$ cat src/design/bad_consts.vh
// Constants for the byte add-with-carry decode and execute block
`ifndef BAD_CONSTS_VH
`define BAD_CONSTS_VH

// ----------------------------------------------------------------
// Register field codes
// ----------------------------------------------------------------
`define BAD_REG_A        3'h7
`define BAD_REG_B        3'h0
`define BAD_REG_C        3'h1
`define BAD_REG_D        3'h2
`define BAD_REG_E        3'h3
`define BAD_REG_H        3'h4
`define BAD_REG_L        3'h5

// ----------------------------------------------------------------
// Opcode bytes and fields
// ----------------------------------------------------------------
`define BAD_OPC_MAIN     5'h11
`define BAD_OPC_IMM      8'hce
`define BAD_PFX_FIRST    8'hdd
`define BAD_PFX_SECOND   8'hfd
`define BAD_PFX_SEL_BIT  5
`define BAD_FLD_MEM      3'h6
`define BAD_FLD_DIRECT   3'h7
`define BAD_FLD_REL      3'h0
`define BAD_FLD_RX_HI    3'h4
`define BAD_FLD_RX_LO    3'h5
`define BAD_SEL_FIRST    3'h1
`define BAD_SEL_SECOND   3'h2
`define BAD_SEL_PAIR     3'h3

// ----------------------------------------------------------------
// Flag bit positions and reset values
// ----------------------------------------------------------------
`define BAD_FLG_S        7
`define BAD_FLG_Z        6
`define BAD_FLG_H        4
`define BAD_FLG_V        2
`define BAD_FLG_N        1
`define BAD_FLG_C        0
`define BAD_ACC_RST      8'h00
`define BAD_FLG_RST      8'h00
`define BAD_ADDR_RST     16'h0000

`endif

$ cat src/design/bad_decode_exec.v
// Decode and execute of the byte add-with-carry to accumulator
`include "bad_consts.vh"

module bad_decode_exec (
  // Clock, reset, enable
  input  wire        sys_clk_in,
  input  wire        reset_in,
  input  wire        clk_en_in,
  // Instruction byte stream from fetch
  input  wire        byte_valid_in,
  input  wire [7:0]  byte_in,
  output wire        byte_ready_out,
  // Core register values
  input  wire [47:0] gpr_in,
  input  wire [15:0] first_index_reg_in,
  input  wire [15:0] second_index_reg_in,
  input  wire [15:0] stack_pointer_in,
  input  wire [15:0] pc_in,
  // Accumulator and flag load from the core
  input  wire        acc_load_in,
  input  wire [7:0]  acc_load_data_in,
  input  wire [7:0]  flags_load_data_in,
  // Operand memory read
  output wire        mem_rd_req_out,
  output wire [15:0] mem_addr_out,
  input  wire        mem_rd_valid_in,
  input  wire [7:0]  mem_rd_data_in,
  // Results and status
  output wire [7:0]  acc_out,
  output wire [7:0]  flags_out,
  output wire        done_out,
  output wire        no_match_out
);

  // ----------------------------------------------------------------
  // States and modes
  // ----------------------------------------------------------------
  localparam [2:0] ST_IDLE   = 3'h0;
  localparam [2:0] ST_PREFIX = 3'h1;
  localparam [2:0] ST_OPER1  = 3'h2;
  localparam [2:0] ST_OPER2  = 3'h3;
  localparam [2:0] ST_ADDR   = 3'h4;
  localparam [2:0] ST_WAIT   = 3'h5;
  localparam [2:0] ST_EXEC   = 3'h6;

  localparam [3:0] MD_REG    = 4'h0;
  localparam [3:0] MD_IMM    = 4'h1;
  localparam [3:0] MD_IND    = 4'h2;
  localparam [3:0] MD_DIRECT = 4'h3;
  localparam [3:0] MD_INDEX  = 4'h4;
  localparam [3:0] MD_SHORT  = 4'h5;
  localparam [3:0] MD_PCREL  = 4'h6;
  localparam [3:0] MD_STACK  = 4'h7;
  localparam [3:0] MD_BASE   = 4'h8;

  // ----------------------------------------------------------------
  // State registers
  // ----------------------------------------------------------------
  reg [2:0]  state_q, state_d;
  reg [3:0]  mode_q, mode_d;
  reg        pfx_q, pfx_d;
  reg [2:0]  field_q, field_d;
  reg [7:0]  lo_q, lo_d;
  reg [7:0]  hi_q, hi_d;
  reg [7:0]  opnd_q, opnd_d;
  reg [7:0]  acc_q, acc_d;
  reg [7:0]  flg_q, flg_d;
  reg        req_q, req_d;
  reg [15:0] addr_q, addr_d;
  reg        done_q, done_d;
  reg        nomatch_q, nomatch_d;
  reg        ready_q;

  wire       take;
  wire [15:0] hl_pair;
  wire [15:0] disp16;
  wire [15:0] disp8;
  wire [15:0] sel_index;
  reg  [15:0] ea;
  reg  [7:0]  reg_val;
  reg  [8:0]  sum9;
  reg  [4:0]  sum5;
  reg  [7:0]  res;

  assign take      = byte_valid_in & ready_q;
  assign hl_pair   = gpr_in[15:0];
  assign disp16    = {hi_q, lo_q};
  assign disp8     = {{8{lo_q[7]}}, lo_q};
  assign sel_index = pfx_q ? second_index_reg_in : first_index_reg_in;

  // ----------------------------------------------------------------
  // Register field select
  // ----------------------------------------------------------------
  always @* begin
    case (byte_in[2:0])
      `BAD_REG_A: reg_val = acc_q;
      `BAD_REG_B: reg_val = gpr_in[47:40];
      `BAD_REG_C: reg_val = gpr_in[39:32];
      `BAD_REG_D: reg_val = gpr_in[31:24];
      `BAD_REG_E: reg_val = gpr_in[23:16];
      `BAD_REG_H: reg_val = gpr_in[15:8];
      `BAD_REG_L: reg_val = gpr_in[7:0];
      default:    reg_val = 8'h00;
    endcase
  end

  // ----------------------------------------------------------------
  // Effective address of a memory operand
  // ----------------------------------------------------------------
  always @* begin
    case (mode_q)
      MD_IND:    ea = hl_pair;
      MD_DIRECT: ea = disp16;
      MD_SHORT:  ea = sel_index + disp8;
      MD_PCREL:  ea = pc_in + disp16;
      MD_STACK:  ea = stack_pointer_in + disp16;
      MD_INDEX: begin
        case (field_q)
          `BAD_SEL_FIRST:  ea = first_index_reg_in + disp16;
          `BAD_SEL_SECOND: ea = second_index_reg_in + disp16;
          default:         ea = hl_pair + disp16;
        endcase
      end
      MD_BASE: begin
        case (field_q)
          `BAD_SEL_FIRST:  ea = hl_pair + first_index_reg_in;
          `BAD_SEL_SECOND: ea = hl_pair + second_index_reg_in;
          default: ea = first_index_reg_in + second_index_reg_in;
        endcase
      end
      default:   ea = `BAD_ADDR_RST;
    endcase
  end

  // ----------------------------------------------------------------
  // Adder and flags
  // ----------------------------------------------------------------
  // Carry in is the flag as it stands before this instruction
  always @* begin
    sum9 = {1'b0, acc_q} + {1'b0, opnd_q}
         + {8'h00, flg_q[`BAD_FLG_C]};
    sum5 = {1'b0, acc_q[3:0]} + {1'b0, opnd_q[3:0]}
         + {4'h0, flg_q[`BAD_FLG_C]};
    res  = sum9[7:0];
  end

  // ----------------------------------------------------------------
  // Sequencer
  // ----------------------------------------------------------------
  // Anything not ours is dropped and reported on no_match_out for one cycle; no trap is raised
  always @* begin
    state_d   = state_q;
    mode_d    = mode_q;
    pfx_d     = pfx_q;
    field_d   = field_q;
    lo_d      = lo_q;
    hi_d      = hi_q;
    opnd_d    = opnd_q;
    acc_d     = acc_q;
    flg_d     = flg_q;
    req_d     = req_q;
    addr_d    = addr_q;
    done_d    = 1'b0;
    nomatch_d = 1'b0;
    if (take)
      field_d = byte_in[2:0];
    case (state_q)
      ST_IDLE: begin
        if (take) begin
          if (byte_in == `BAD_PFX_FIRST || byte_in == `BAD_PFX_SECOND) begin
            pfx_d   = byte_in[`BAD_PFX_SEL_BIT];
            state_d = ST_PREFIX;
          end else if (byte_in[7:3] == `BAD_OPC_MAIN) begin
            if (byte_in[2:0] == `BAD_FLD_MEM) begin
              mode_d  = MD_IND;
              state_d = ST_ADDR;
            end else begin
              mode_d  = MD_REG;
              opnd_d  = reg_val;
              state_d = ST_EXEC;
            end
          end else if (byte_in == `BAD_OPC_IMM) begin
            mode_d  = MD_IMM;
            state_d = ST_OPER1;
          end else begin
            nomatch_d = 1'b1;
          end
        end
      end
      ST_PREFIX: begin
        if (take) begin
          state_d = ST_IDLE;
          if (byte_in[7:3] != `BAD_OPC_MAIN) begin
            nomatch_d = 1'b1;
          end else begin
            case (byte_in[2:0])
              `BAD_FLD_RX_HI, `BAD_FLD_RX_LO: begin
                mode_d  = MD_REG;
                opnd_d  = byte_in[0] ? sel_index[7:0] : sel_index[15:8];
                state_d = ST_EXEC;
              end
              `BAD_FLD_MEM: begin
                mode_d  = MD_SHORT;
                state_d = ST_OPER1;
              end
              `BAD_FLD_DIRECT: begin
                if (!pfx_q) begin
                  mode_d  = MD_DIRECT;
                  state_d = ST_OPER1;
                end else begin
                  nomatch_d = 1'b1;
                end
              end
              `BAD_FLD_REL: begin
                mode_d  = pfx_q ? MD_PCREL : MD_STACK;
                state_d = ST_OPER1;
              end
              default: begin
                if (pfx_q) begin
                  mode_d  = MD_INDEX;
                  state_d = ST_OPER1;
                end else begin
                  mode_d  = MD_BASE;
                  state_d = ST_ADDR;
                end
              end
            endcase
          end
        end
      end
      ST_OPER1: begin
        field_d = field_q;
        if (take) begin
          lo_d = byte_in;
          if (mode_q == MD_IMM) begin
            opnd_d  = byte_in;
            state_d = ST_EXEC;
          end else if (mode_q == MD_SHORT) begin
            state_d = ST_ADDR;
          end else begin
            state_d = ST_OPER2;
          end
        end
      end
      ST_OPER2: begin
        field_d = field_q;
        if (take) begin
          hi_d    = byte_in;
          state_d = ST_ADDR;
        end
      end
      ST_ADDR: begin
        req_d   = 1'b1;
        addr_d  = ea;
        state_d = ST_WAIT;
      end
      ST_WAIT: begin
        if (mem_rd_valid_in) begin
          req_d   = 1'b0;
          opnd_d  = mem_rd_data_in;
          state_d = ST_EXEC;
        end
      end
      ST_EXEC: begin
        acc_d = res;
        flg_d = flg_q;
        flg_d[`BAD_FLG_S] = res[7];
        flg_d[`BAD_FLG_Z] = (res == 8'h00);
        flg_d[`BAD_FLG_H] = sum5[4];
        flg_d[`BAD_FLG_V] = (acc_q[7] == opnd_q[7])
                          & (res[7] != acc_q[7]);
        flg_d[`BAD_FLG_N] = 1'b0;
        flg_d[`BAD_FLG_C] = sum9[8];
        done_d  = 1'b1;
        state_d = ST_IDLE;
      end
      default: begin
        state_d = ST_IDLE;
        req_d   = 1'b0;
      end
    endcase
    // Core load only lands while no instruction is in flight
    if (acc_load_in && state_q == ST_IDLE) begin
      acc_d = acc_load_data_in;
      flg_d = flags_load_data_in;
    end
  end

  // ----------------------------------------------------------------
  // Flip-flops
  // ----------------------------------------------------------------
  always @(posedge sys_clk_in) begin
    if (reset_in) begin
      state_q   <= ST_IDLE;
      mode_q    <= MD_REG;
      pfx_q     <= 1'b0;
      field_q   <= 3'h0;
      lo_q      <= 8'h00;
      hi_q      <= 8'h00;
      opnd_q    <= 8'h00;
      acc_q     <= `BAD_ACC_RST;
      flg_q     <= `BAD_FLG_RST;
      req_q     <= 1'b0;
      addr_q    <= `BAD_ADDR_RST;
      done_q    <= 1'b0;
      nomatch_q <= 1'b0;
      ready_q   <= 1'b0;
    end else if (clk_en_in) begin
      state_q   <= state_d;
      mode_q    <= mode_d;
      pfx_q     <= pfx_d;
      field_q   <= field_d;
      lo_q      <= lo_d;
      hi_q      <= hi_d;
      opnd_q    <= opnd_d;
      acc_q     <= acc_d;
      flg_q     <= flg_d;
      req_q     <= req_d;
      addr_q    <= addr_d;
      done_q    <= done_d;
      nomatch_q <= nomatch_d;
      // Ready is registered so the fetch side sees a clean level
      ready_q   <= (state_d <= ST_OPER2);
    end
  end

  assign byte_ready_out = ready_q;
  assign mem_rd_req_out = req_q;
  assign mem_addr_out   = addr_q;
  assign acc_out        = acc_q;
  assign flags_out      = flg_q;
  assign done_out       = done_q;
  assign no_match_out   = nomatch_q;

endmodule
$ cat config.mk
export PLATFORM = sky130hd
export DESIGN_NAME = bad_decode_exec
export DESIGN_NICKNAME = d
export VERILOG_FILES = /design/src/design/bad_decode_exec.v
export VERILOG_INCLUDE_DIRS = /design/src /design/src/design
export SDC_FILE = /design/constraint.sdc
export NUM_CORES = 1
export LEC_CHECK = 0
export CAP_MARGIN = 5
export CELL_PAD_IN_SITES_DETAIL_PLACEMENT = 1
export CELL_PAD_IN_SITES_GLOBAL_PLACEMENT = 2
export CORE_ASPECT_RATIO = 0.75
export CORE_UTILIZATION = 31
export CTS_BUF_LIST = sky130_fd_sc_hd__clkbuf_2
export CTS_CLUSTER_SIZE = 12
export DETAILED_ROUTE_END_ITERATION = 16
export DONT_BUFFER_PORTS = 1
export GPL_ROUTABILITY_DRIVEN = 0
export PLACE_DENSITY = 0.82
export RECOVER_POWER = 100
export SLEW_MARGIN = 30
export SYNTH_ARGS = -nofsm -noshare
export SYNTH_HDL_FRONTEND = slang
export SYNTH_SLANG_ARGS = --single-unit
$ cat constraint.sdc
create_clock -name sys_clk_in -period 5.4 [get_ports sys_clk_in]
set_clock_uncertainty 0.05 [all_clocks]
set_input_delay 0 -clock sys_clk_in [delete_from_list [all_inputs] [get_ports sys_clk_in]]
set_output_delay 0 -clock sys_clk_in [all_outputs]
set_load 0.03 [all_outputs]
# ---- Word level (Yosys, flattened, before mapping)
# Cells that the tools add are included.
dict set report op_classes {
  add_sub_neg 13
  magnitude_cmp 1
  eq_ne 42
  muxes 61
  bitwise_logic 4
  n_reduce_logical 22
}
# op n
set ops {}
lappend ops {{$add A16 B16 Y16} 9}
lappend ops {{$mux W8} 15}
lappend ops {{$pmux W16 S7} 1}
lappend ops {{$pmux W16 S2} 2}
lappend ops {{$pmux W8 S7} 1}
lappend ops {{$mux W3} 12}
lappend ops {{$mux W4} 8}
lappend ops {{$pmux W8 S4} 1}
lappend ops {{$eq A8 B8 Y1 const B} 3}
lappend ops {{$eq A3 B3 Y1 const B} 7}
lappend ops {{$ne A2 B2 Y1 const B} 10}
lappend ops {{$pmux W3 S6} 1}
lappend ops {{$eq A4 B3 Y1 const B} 4}
lappend ops {{$mux W16} 1}
lappend ops {{$pmux W4 S4} 1}
lappend ops {{$eq A3 B2 Y1 const B} 5}
lappend ops {{$reduce_and A12 Y1} 1}
lappend ops {{$reduce_and A3 Y1} 4}
lappend ops {{$mux W1} 11}
lappend ops {{$add A8 B8 Y9} 1}
lappend ops {{$add A9 B1 Y9} 1}
lappend ops {{$eq A3 B1 Y1 const B} 3}
lappend ops {{$pmux W3 S3} 1}
lappend ops {{$eq A4 B2 Y1 const B} 2}
lappend ops {{27 further kinds} 38}
dict set report word_totals {
  ff_bits 71
  inputBits 150
  out_inout_bits 36
  word_cells 158
}

# ---- Logic depth before layout (Yosys ltp)
dict set report depth {
  depth_word 7
  ltp_mapped 19
  mapped_depth_nobuf 17
}

# ---- Worst setup path before layout
# No wires, ideal clock.
dict set report synth_path {
  path_kind {flip-flop to flip-flop}
  start {reg field_q[2]}
  end {reg addr_q[10] (netlist: mem_addr_out[10])}
  setup_ps 132
  arrival_ps 3733
  t_required_ps 5218
  setup_slack_ps 1485
  path_stages_with_launch 20
  n_path_buf 2
  synth_period_minus_slack_ps 3915
  cell_sequence {dfxtp_1 -> nor2_1 -> and2_1 -> nor2_1 -> clkbuf_1 -> clkbuf_1 -> nand2_1 -> a31oi_1 -> ha_1 -> inv_1 -> fa_1 -> nor2b_1 -> o31ai_1 -> a2bb2oi_1 -> a31oi_1 -> xnor2_1 -> a222oi_1 -> o21ai_0 -> a22oi_1 -> a21oi_1}
}
dict set report synth_between {
  elab_chain_len 3
  word_cells_on_any_way 5
  cone_classes {eq/ne: 2; mux: 3}
}
# item line
set synth_lines {}
lappend synth_lines {{start: declaration} bad_decode_exec.v:62} ;# reg [2:0] field_q, field_d;
lappend synth_lines {{start signal: assignment} bad_decode_exec.v:312} ;# field_q <= field_d;
lappend synth_lines {{$eq A3 B2 Y1 or $eq A3 B1 Y1 (tied branches)} {bad_decode_exec.v:118, bad_decode_exec.v:125}}
lappend synth_lines {{$pmux W16 S2 (on tied branches)} {bad_decode_exec.v:125, bad_decode_exec.v:118}}
lappend synth_lines {{$pmux W16 S7 (*)} bad_decode_exec.v:111} ;# case (mode_q)
lappend synth_lines {{end signal: assignment} bad_decode_exec.v:304} ;# addr_q <= `BAD_ADDR_RST;
lappend synth_lines {{end signal: assignment} bad_decode_exec.v:319} ;# addr_q <= addr_d;
lappend synth_lines {{end: declaration} bad_decode_exec.v:69} ;# reg [15:0] addr_q, addr_d;
# Mark *: on every way between the ends. The rest lies on a longest branch, timed or not.
# A chain may end at the register's enable or synchronous reset.

# ---- Worst setup path in the final report
dict set report layout_path {
  start {reg mode_q[2]}
  end {reg addr_q[13] (netlist: mem_addr_out[13])}
}
dict set report layout_between {
  elab_chain_len 2
  word_cells_on_any_way 8
  cone_classes {eq/ne: 7; mux: 1}
}
# item line
set layout_lines {}
lappend layout_lines {{start: declaration} bad_decode_exec.v:60} ;# reg [3:0] mode_q, mode_d;
lappend layout_lines {{start signal: assignment} bad_decode_exec.v:310} ;# mode_q <= mode_d;
lappend layout_lines {{$eq A4 B4 Y1, or another cell as far along} bad_decode_exec.v:111}
lappend layout_lines {{$pmux W16 S7 (*)} bad_decode_exec.v:111}
# Marks and branches as above.

==> results <==
- For this run, the post-layout net count is 1405.
- The clock tree buffer depth is 2.
- The filler cells instantiated in the layout total 3290.
- The area of the core is between 20000 and 30000 um^2.
- The count of nets left with antenna violations once routing finished came out at 0.
- The clock share of power is 20.7%.
- The post-synthesis instance area is 8410 um^2.
- The share of post-route cells with drive strength above 1 is 7.08%.
- The number of library cell types mapped by synthesis is 86.
- In the detailed route, the total length drawn on met3 is about 3300 um.
- In this run, placement finished with an instance count of 1423.
- The critical path goes through nor2b_1 -> nand3_1 -> buf_4 -> mux2_2 -> nor2_1 -> a31oi_1 -> ha_1 -> a21oi_1 -> o22ai_1 -> or4_1 -> a31oi_1 -> o31ai_1 -> xor2_1 -> a21boi_0 -> a311oi_1 -> dlygate4sd3_1.
- In the global route stage, overall resource usage came out at 26.4%.
- The half-perimeter wire length after detailed placement is 28500 um.
- TritonCTS created 9 clock buffers.
- The first detailed-routing pass took 5 iterations.
- STA classifies the critical path startpoint as a flip-flop.
- Setup repair after global routing left no endpoint under its margin.
- For this block, the initial DRC count from the detailed router was between 700 and 800.
- The worst slack at placement is 1300 ps.
- The count of synthesis-stage warnings from yosys is 0.
- The finished layout holds 1532 standard cells, fillers aside.
- The most frequent cell after synthesis is sky130_fd_sc_hd__nor2_1.
- The type of element capturing the critical path is a flip-flop.
- The final max-slew violation count came to 0.
- The most frequent cell on the critical path is sky130_fd_sc_hd__a31oi_1.
- Ranked by instance count, the synthesized netlist is headed by 147 x sky130_fd_sc_hd__nor2_1, 136 x sky130_fd_sc_hd__nand2_1, 96 x sky130_fd_sc_hd__a21oi_1, 71 x sky130_fd_sc_hd__dfxtp_1, 68 x sky130_fd_sc_hd__ha_1.
- Of the available clock period, the critical path in the final layout requires 87.9%.
- Of all nets on the critical path, the largest fanout is 12.
- The first global-routing pass estimated 55100 um of wire.
- In the synthesized netlist the async set-or-reset flop fraction comes to 0%.
- The placed instances occupy a cell area of 8710 um^2.
- The time the final worst path needs with I/O delays and setup is ~4700 ps.
- The final critical-path setup slack is 653 ps.
- The final-report setup violation count is 0.
- TritonCTS built the clock tree.
- Counting flops with a built-in enable in the synthesized netlist gives 0.
- The number of top-level pins is 186.
- The actual slew at the worst max-slew pin is about 1400 ps.
- The CTS clock-pin slew for the worst setup and hold paths is between 200 and 300 ps.
- The leakage component of the power is 3.88 nW.
- The routed length on met2 is 16200 um.
- The width of the chip is 192 um.
- The leading area contributor after synthesis is sky130_fd_sc_hd__dfxtp_1.
- Summed over all layers, the routed wires come to between 30000 and 40000 um.
- Synthesis produced a netlist whose cell count is 1127.
- The clock tree root driver cell is sky130_fd_sc_hd__clkbuf_2.
- Using the TritonRoute via totals, the vias-per-cell ratio works out to 5.97.
- The remaining max-slew budget at the tightest pin is just under 9%.
- At the later pin of the worst-skew pair, clock insertion delay measures 560 ps.
- The post-detailed-route wirelength per cell is 24.3 um.
- The buffer and inverter count on the worst path is 2.
- Once the clock tree was built, the resizer swapped 0 gates to a different size.
- The utilization after layout is 36.8%.
- The number of clock sinks is 71.
- After routing, the total negative slack on setup checks comes to 0 ps.
- The number of hold violations in the final report is 0.
- The number of global-route vias before repair is 9072.
- In this run the number of H-tree levels came out at 3.
- The total non-filler cell area in the finished layout is 9660 um^2.
- Across the run, the number of max-cap violations was 0.
- The part of the total power dissipated in combinational logic is 38.1%.
- The floorplan die area is 27800 um^2.
- Entering global routing, the biggest net connects 73 pins.
- The number of DRC violations after detailed routing is 0.
- The initial standard-cell utilization of the core is 32.0%.
- The run finished with clean final reports.
- The fraction of the yosys area taken by sequential cells is 16.9%.
- Power spread over the standard cell area amounts to 144 nW/um^2.
- Data on the critical path arrives at its endpoint at 5210 ps.
- The area share of the leading cell type in the synthesized netlist is 16.9%.
- On the critical path, the stage with the largest delay is an instance of sky130_fd_sc_hd__dlygate4sd3_1.
- The delay of the slowest critical-path stage is 560 ps.
- The routed length on met1 is 17000 um.
- Yosys attributes the largest share of cell area to sky130_fd_sc_hd__dfxtp_1 17%, sky130_fd_sc_hd__ha_1 10%, sky130_fd_sc_hd__nor2_1 6.6%.
- IR analysis of the VDD net gives a maximum drop of 0.0758 mV.
- The synthesized net count is 1351.
- Counting flops and latches in the post-synthesis netlist gives about 70.
- The switching power summed over all nets is 0.563 mW.
- The number of vias after detailed routing is 9140.
- The kind of cell adding the most delay to the critical path is compound AO/OA/AOI/OAI gates.
- The floorplan step set the die height to 145 um.
- Data on the critical path is required at its endpoint by 5870 ps.
- Summed over all layers, the global routing overflow is 0.
- Routed signal wires occupy layers up through met5.
- The design draws roughly 1.4 mW.
- Buffers placed on the I/O ports in this run total 0.
- Sequential cells account for around 40% of the total power.
- On the final layout, the worst hold slack is 25.9 ps.
- For this run, the top clock speed supported by timing is 211 MHz.
- The average instance area after synthesis is 7.47 um^2.
- Internal power comes to 0.831 mW.
- The path class of the tightest hold or removal check is in -> reg.
- The floorplan has 51 rows.
- The category of the critical setup timing path is reg -> reg.
- The number of antenna violations at the first check in global routing was 3.
- Among all flip-flop cells after synthesis, the most frequent one is sky130_fd_sc_hd__dfxtp_1.
- The proportion of total power due to net switching is a little over 40%.
- Compared with the post-synthesis result, the final layout area differs by 14.8%.
-- power groups by stage --
| stage | registers, mW | logic, mW | clock network [mW] |
|---|---|---|---|
| floorplan | 0.572 | 0.366 | 0 |
| global placement | 0.583 | 0.433 | 0 |
| detailed placement | 0.584 | 0.444 | 0 |
| CTS | 0.574 | 0.527 | 0.299 |
| global route | 0.577 | 0.580 | 0.318 |
| finish | 0.573 | 0.532 | 0.289 |
-- final timing paths --
check                                start               end  slack (ps)  depth (start not counted)
worst max-delay path             mode_q[2]  mem_addr_out[13]         650                         16
worst min-delay path            gpr_in[14]  mem_addr_out[14]          30                          6
worst max register to register   mode_q[2]  mem_addr_out[13]         650                         16
worst min register to register     hi_q[5]           hi_q[5]         530                          2
-- worst min-delay path, cell delays in order --
cell	delay [ps]
sky130_fd_sc_hd__nand2_1	30
sky130_fd_sc_hd__a31oi_1	180
sky130_fd_sc_hd__ha_1	190
sky130_fd_sc_hd__xnor2_1	90
sky130_fd_sc_hd__nand2_1	60
sky130_fd_sc_hd__a211oi_1	60
-- registers in the layout (all words and copies together) (netlist names) --
register / flops
pfx_q: 1
mode_q: 4
done_out: 1
opnd_q: 8
field_q: 3
state_q: 3
byte_ready_out: 1
no_match_out: 1
flags_out: 8
mem_rd_req_out: 1
acc_out: 8
mem_addr_out: 16
lo_q: 8
hi_q: 8
-- cells in the final DEF (no fill, tap or decap), types with 7 or more instances in the layout --
master                          count
sky130_fd_sc_hd__clkbuf_2           9
sky130_fd_sc_hd__nand2_1          137
sky130_fd_sc_hd__nand2b_1          11
sky130_fd_sc_hd__a21o_1            17
sky130_fd_sc_hd__buf_4             11
sky130_fd_sc_hd__a21oi_1           97
sky130_fd_sc_hd__dlygate4sd3_1     90
sky130_fd_sc_hd__mux2_2            34
sky130_fd_sc_hd__a311oi_1          13
sky130_fd_sc_hd__and3_1             8
sky130_fd_sc_hd__a211oi_1          18
sky130_fd_sc_hd__o21a_1             8
sky130_fd_sc_hd__o21ai_0           55
sky130_fd_sc_hd__nor2b_1           14
sky130_fd_sc_hd__nor3_1            29
sky130_fd_sc_hd__a222oi_1          10
sky130_fd_sc_hd__xor2_1            24
sky130_fd_sc_hd__nor2_1           147
sky130_fd_sc_hd__a221oi_1           8
sky130_fd_sc_hd__mux2i_1           37
sky130_fd_sc_hd__a2bb2oi_1          7
sky130_fd_sc_hd__nand3_1           16
sky130_fd_sc_hd__or3_1              7
sky130_fd_sc_hd__ha_1              68
sky130_fd_sc_hd__inv_1             25
sky130_fd_sc_hd__a31oi_1           28
sky130_fd_sc_hd__a22oi_1           25
sky130_fd_sc_hd__dfxtp_1           71
sky130_fd_sc_hd__xnor2_1           35
sky130_fd_sc_hd__o211ai_1          14
-- routing by layer --
| metal | track usage (%) | vias up |
|---|---|---|
| met5 | 0 | - |
| met4 | 6.38 | 4 |
| met3 | 8.10 | 39 |
| met2 | 41.2 | 297 |
| met1 | 35.3 | 4503 |
| li1 | - | 4297 |
-- cell families after synthesis --
family,count (synthesis),synth area share [%]
fa+ha+maj,74,11.5
mux,77,10.6
compound gates,354,28.7
xor+xnor,59,6.14
simple gates,403,21.7
flops,71,16.9
buf+inv,89,4.30
-- area by class of cell --
cell class / count / area, um^2 / share of cell area (%)
diodes: 2 / 5.00 / 0.0518
clock buffers: 9 / 45.0 / 0.466
clock inverters: 7 / 50.0 / 0.518
inverters: 28 / 105 / 1.09
multi-input cells: 967 / 6590 / 68.2
flip-flops and latches: 71 / 1420 / 14.7
well taps: 344 / 430 / 4.45
repair buffers: 104 / 1020 / 10.5
-- repair_timing --
item | in CTS | in global routing
hold buffers | 91 | 0
endpoints found under the hold margin | 71 | 0
buffers inserted | 0 | 0
No activity file was read; power rests on OpenSTA's default activity.
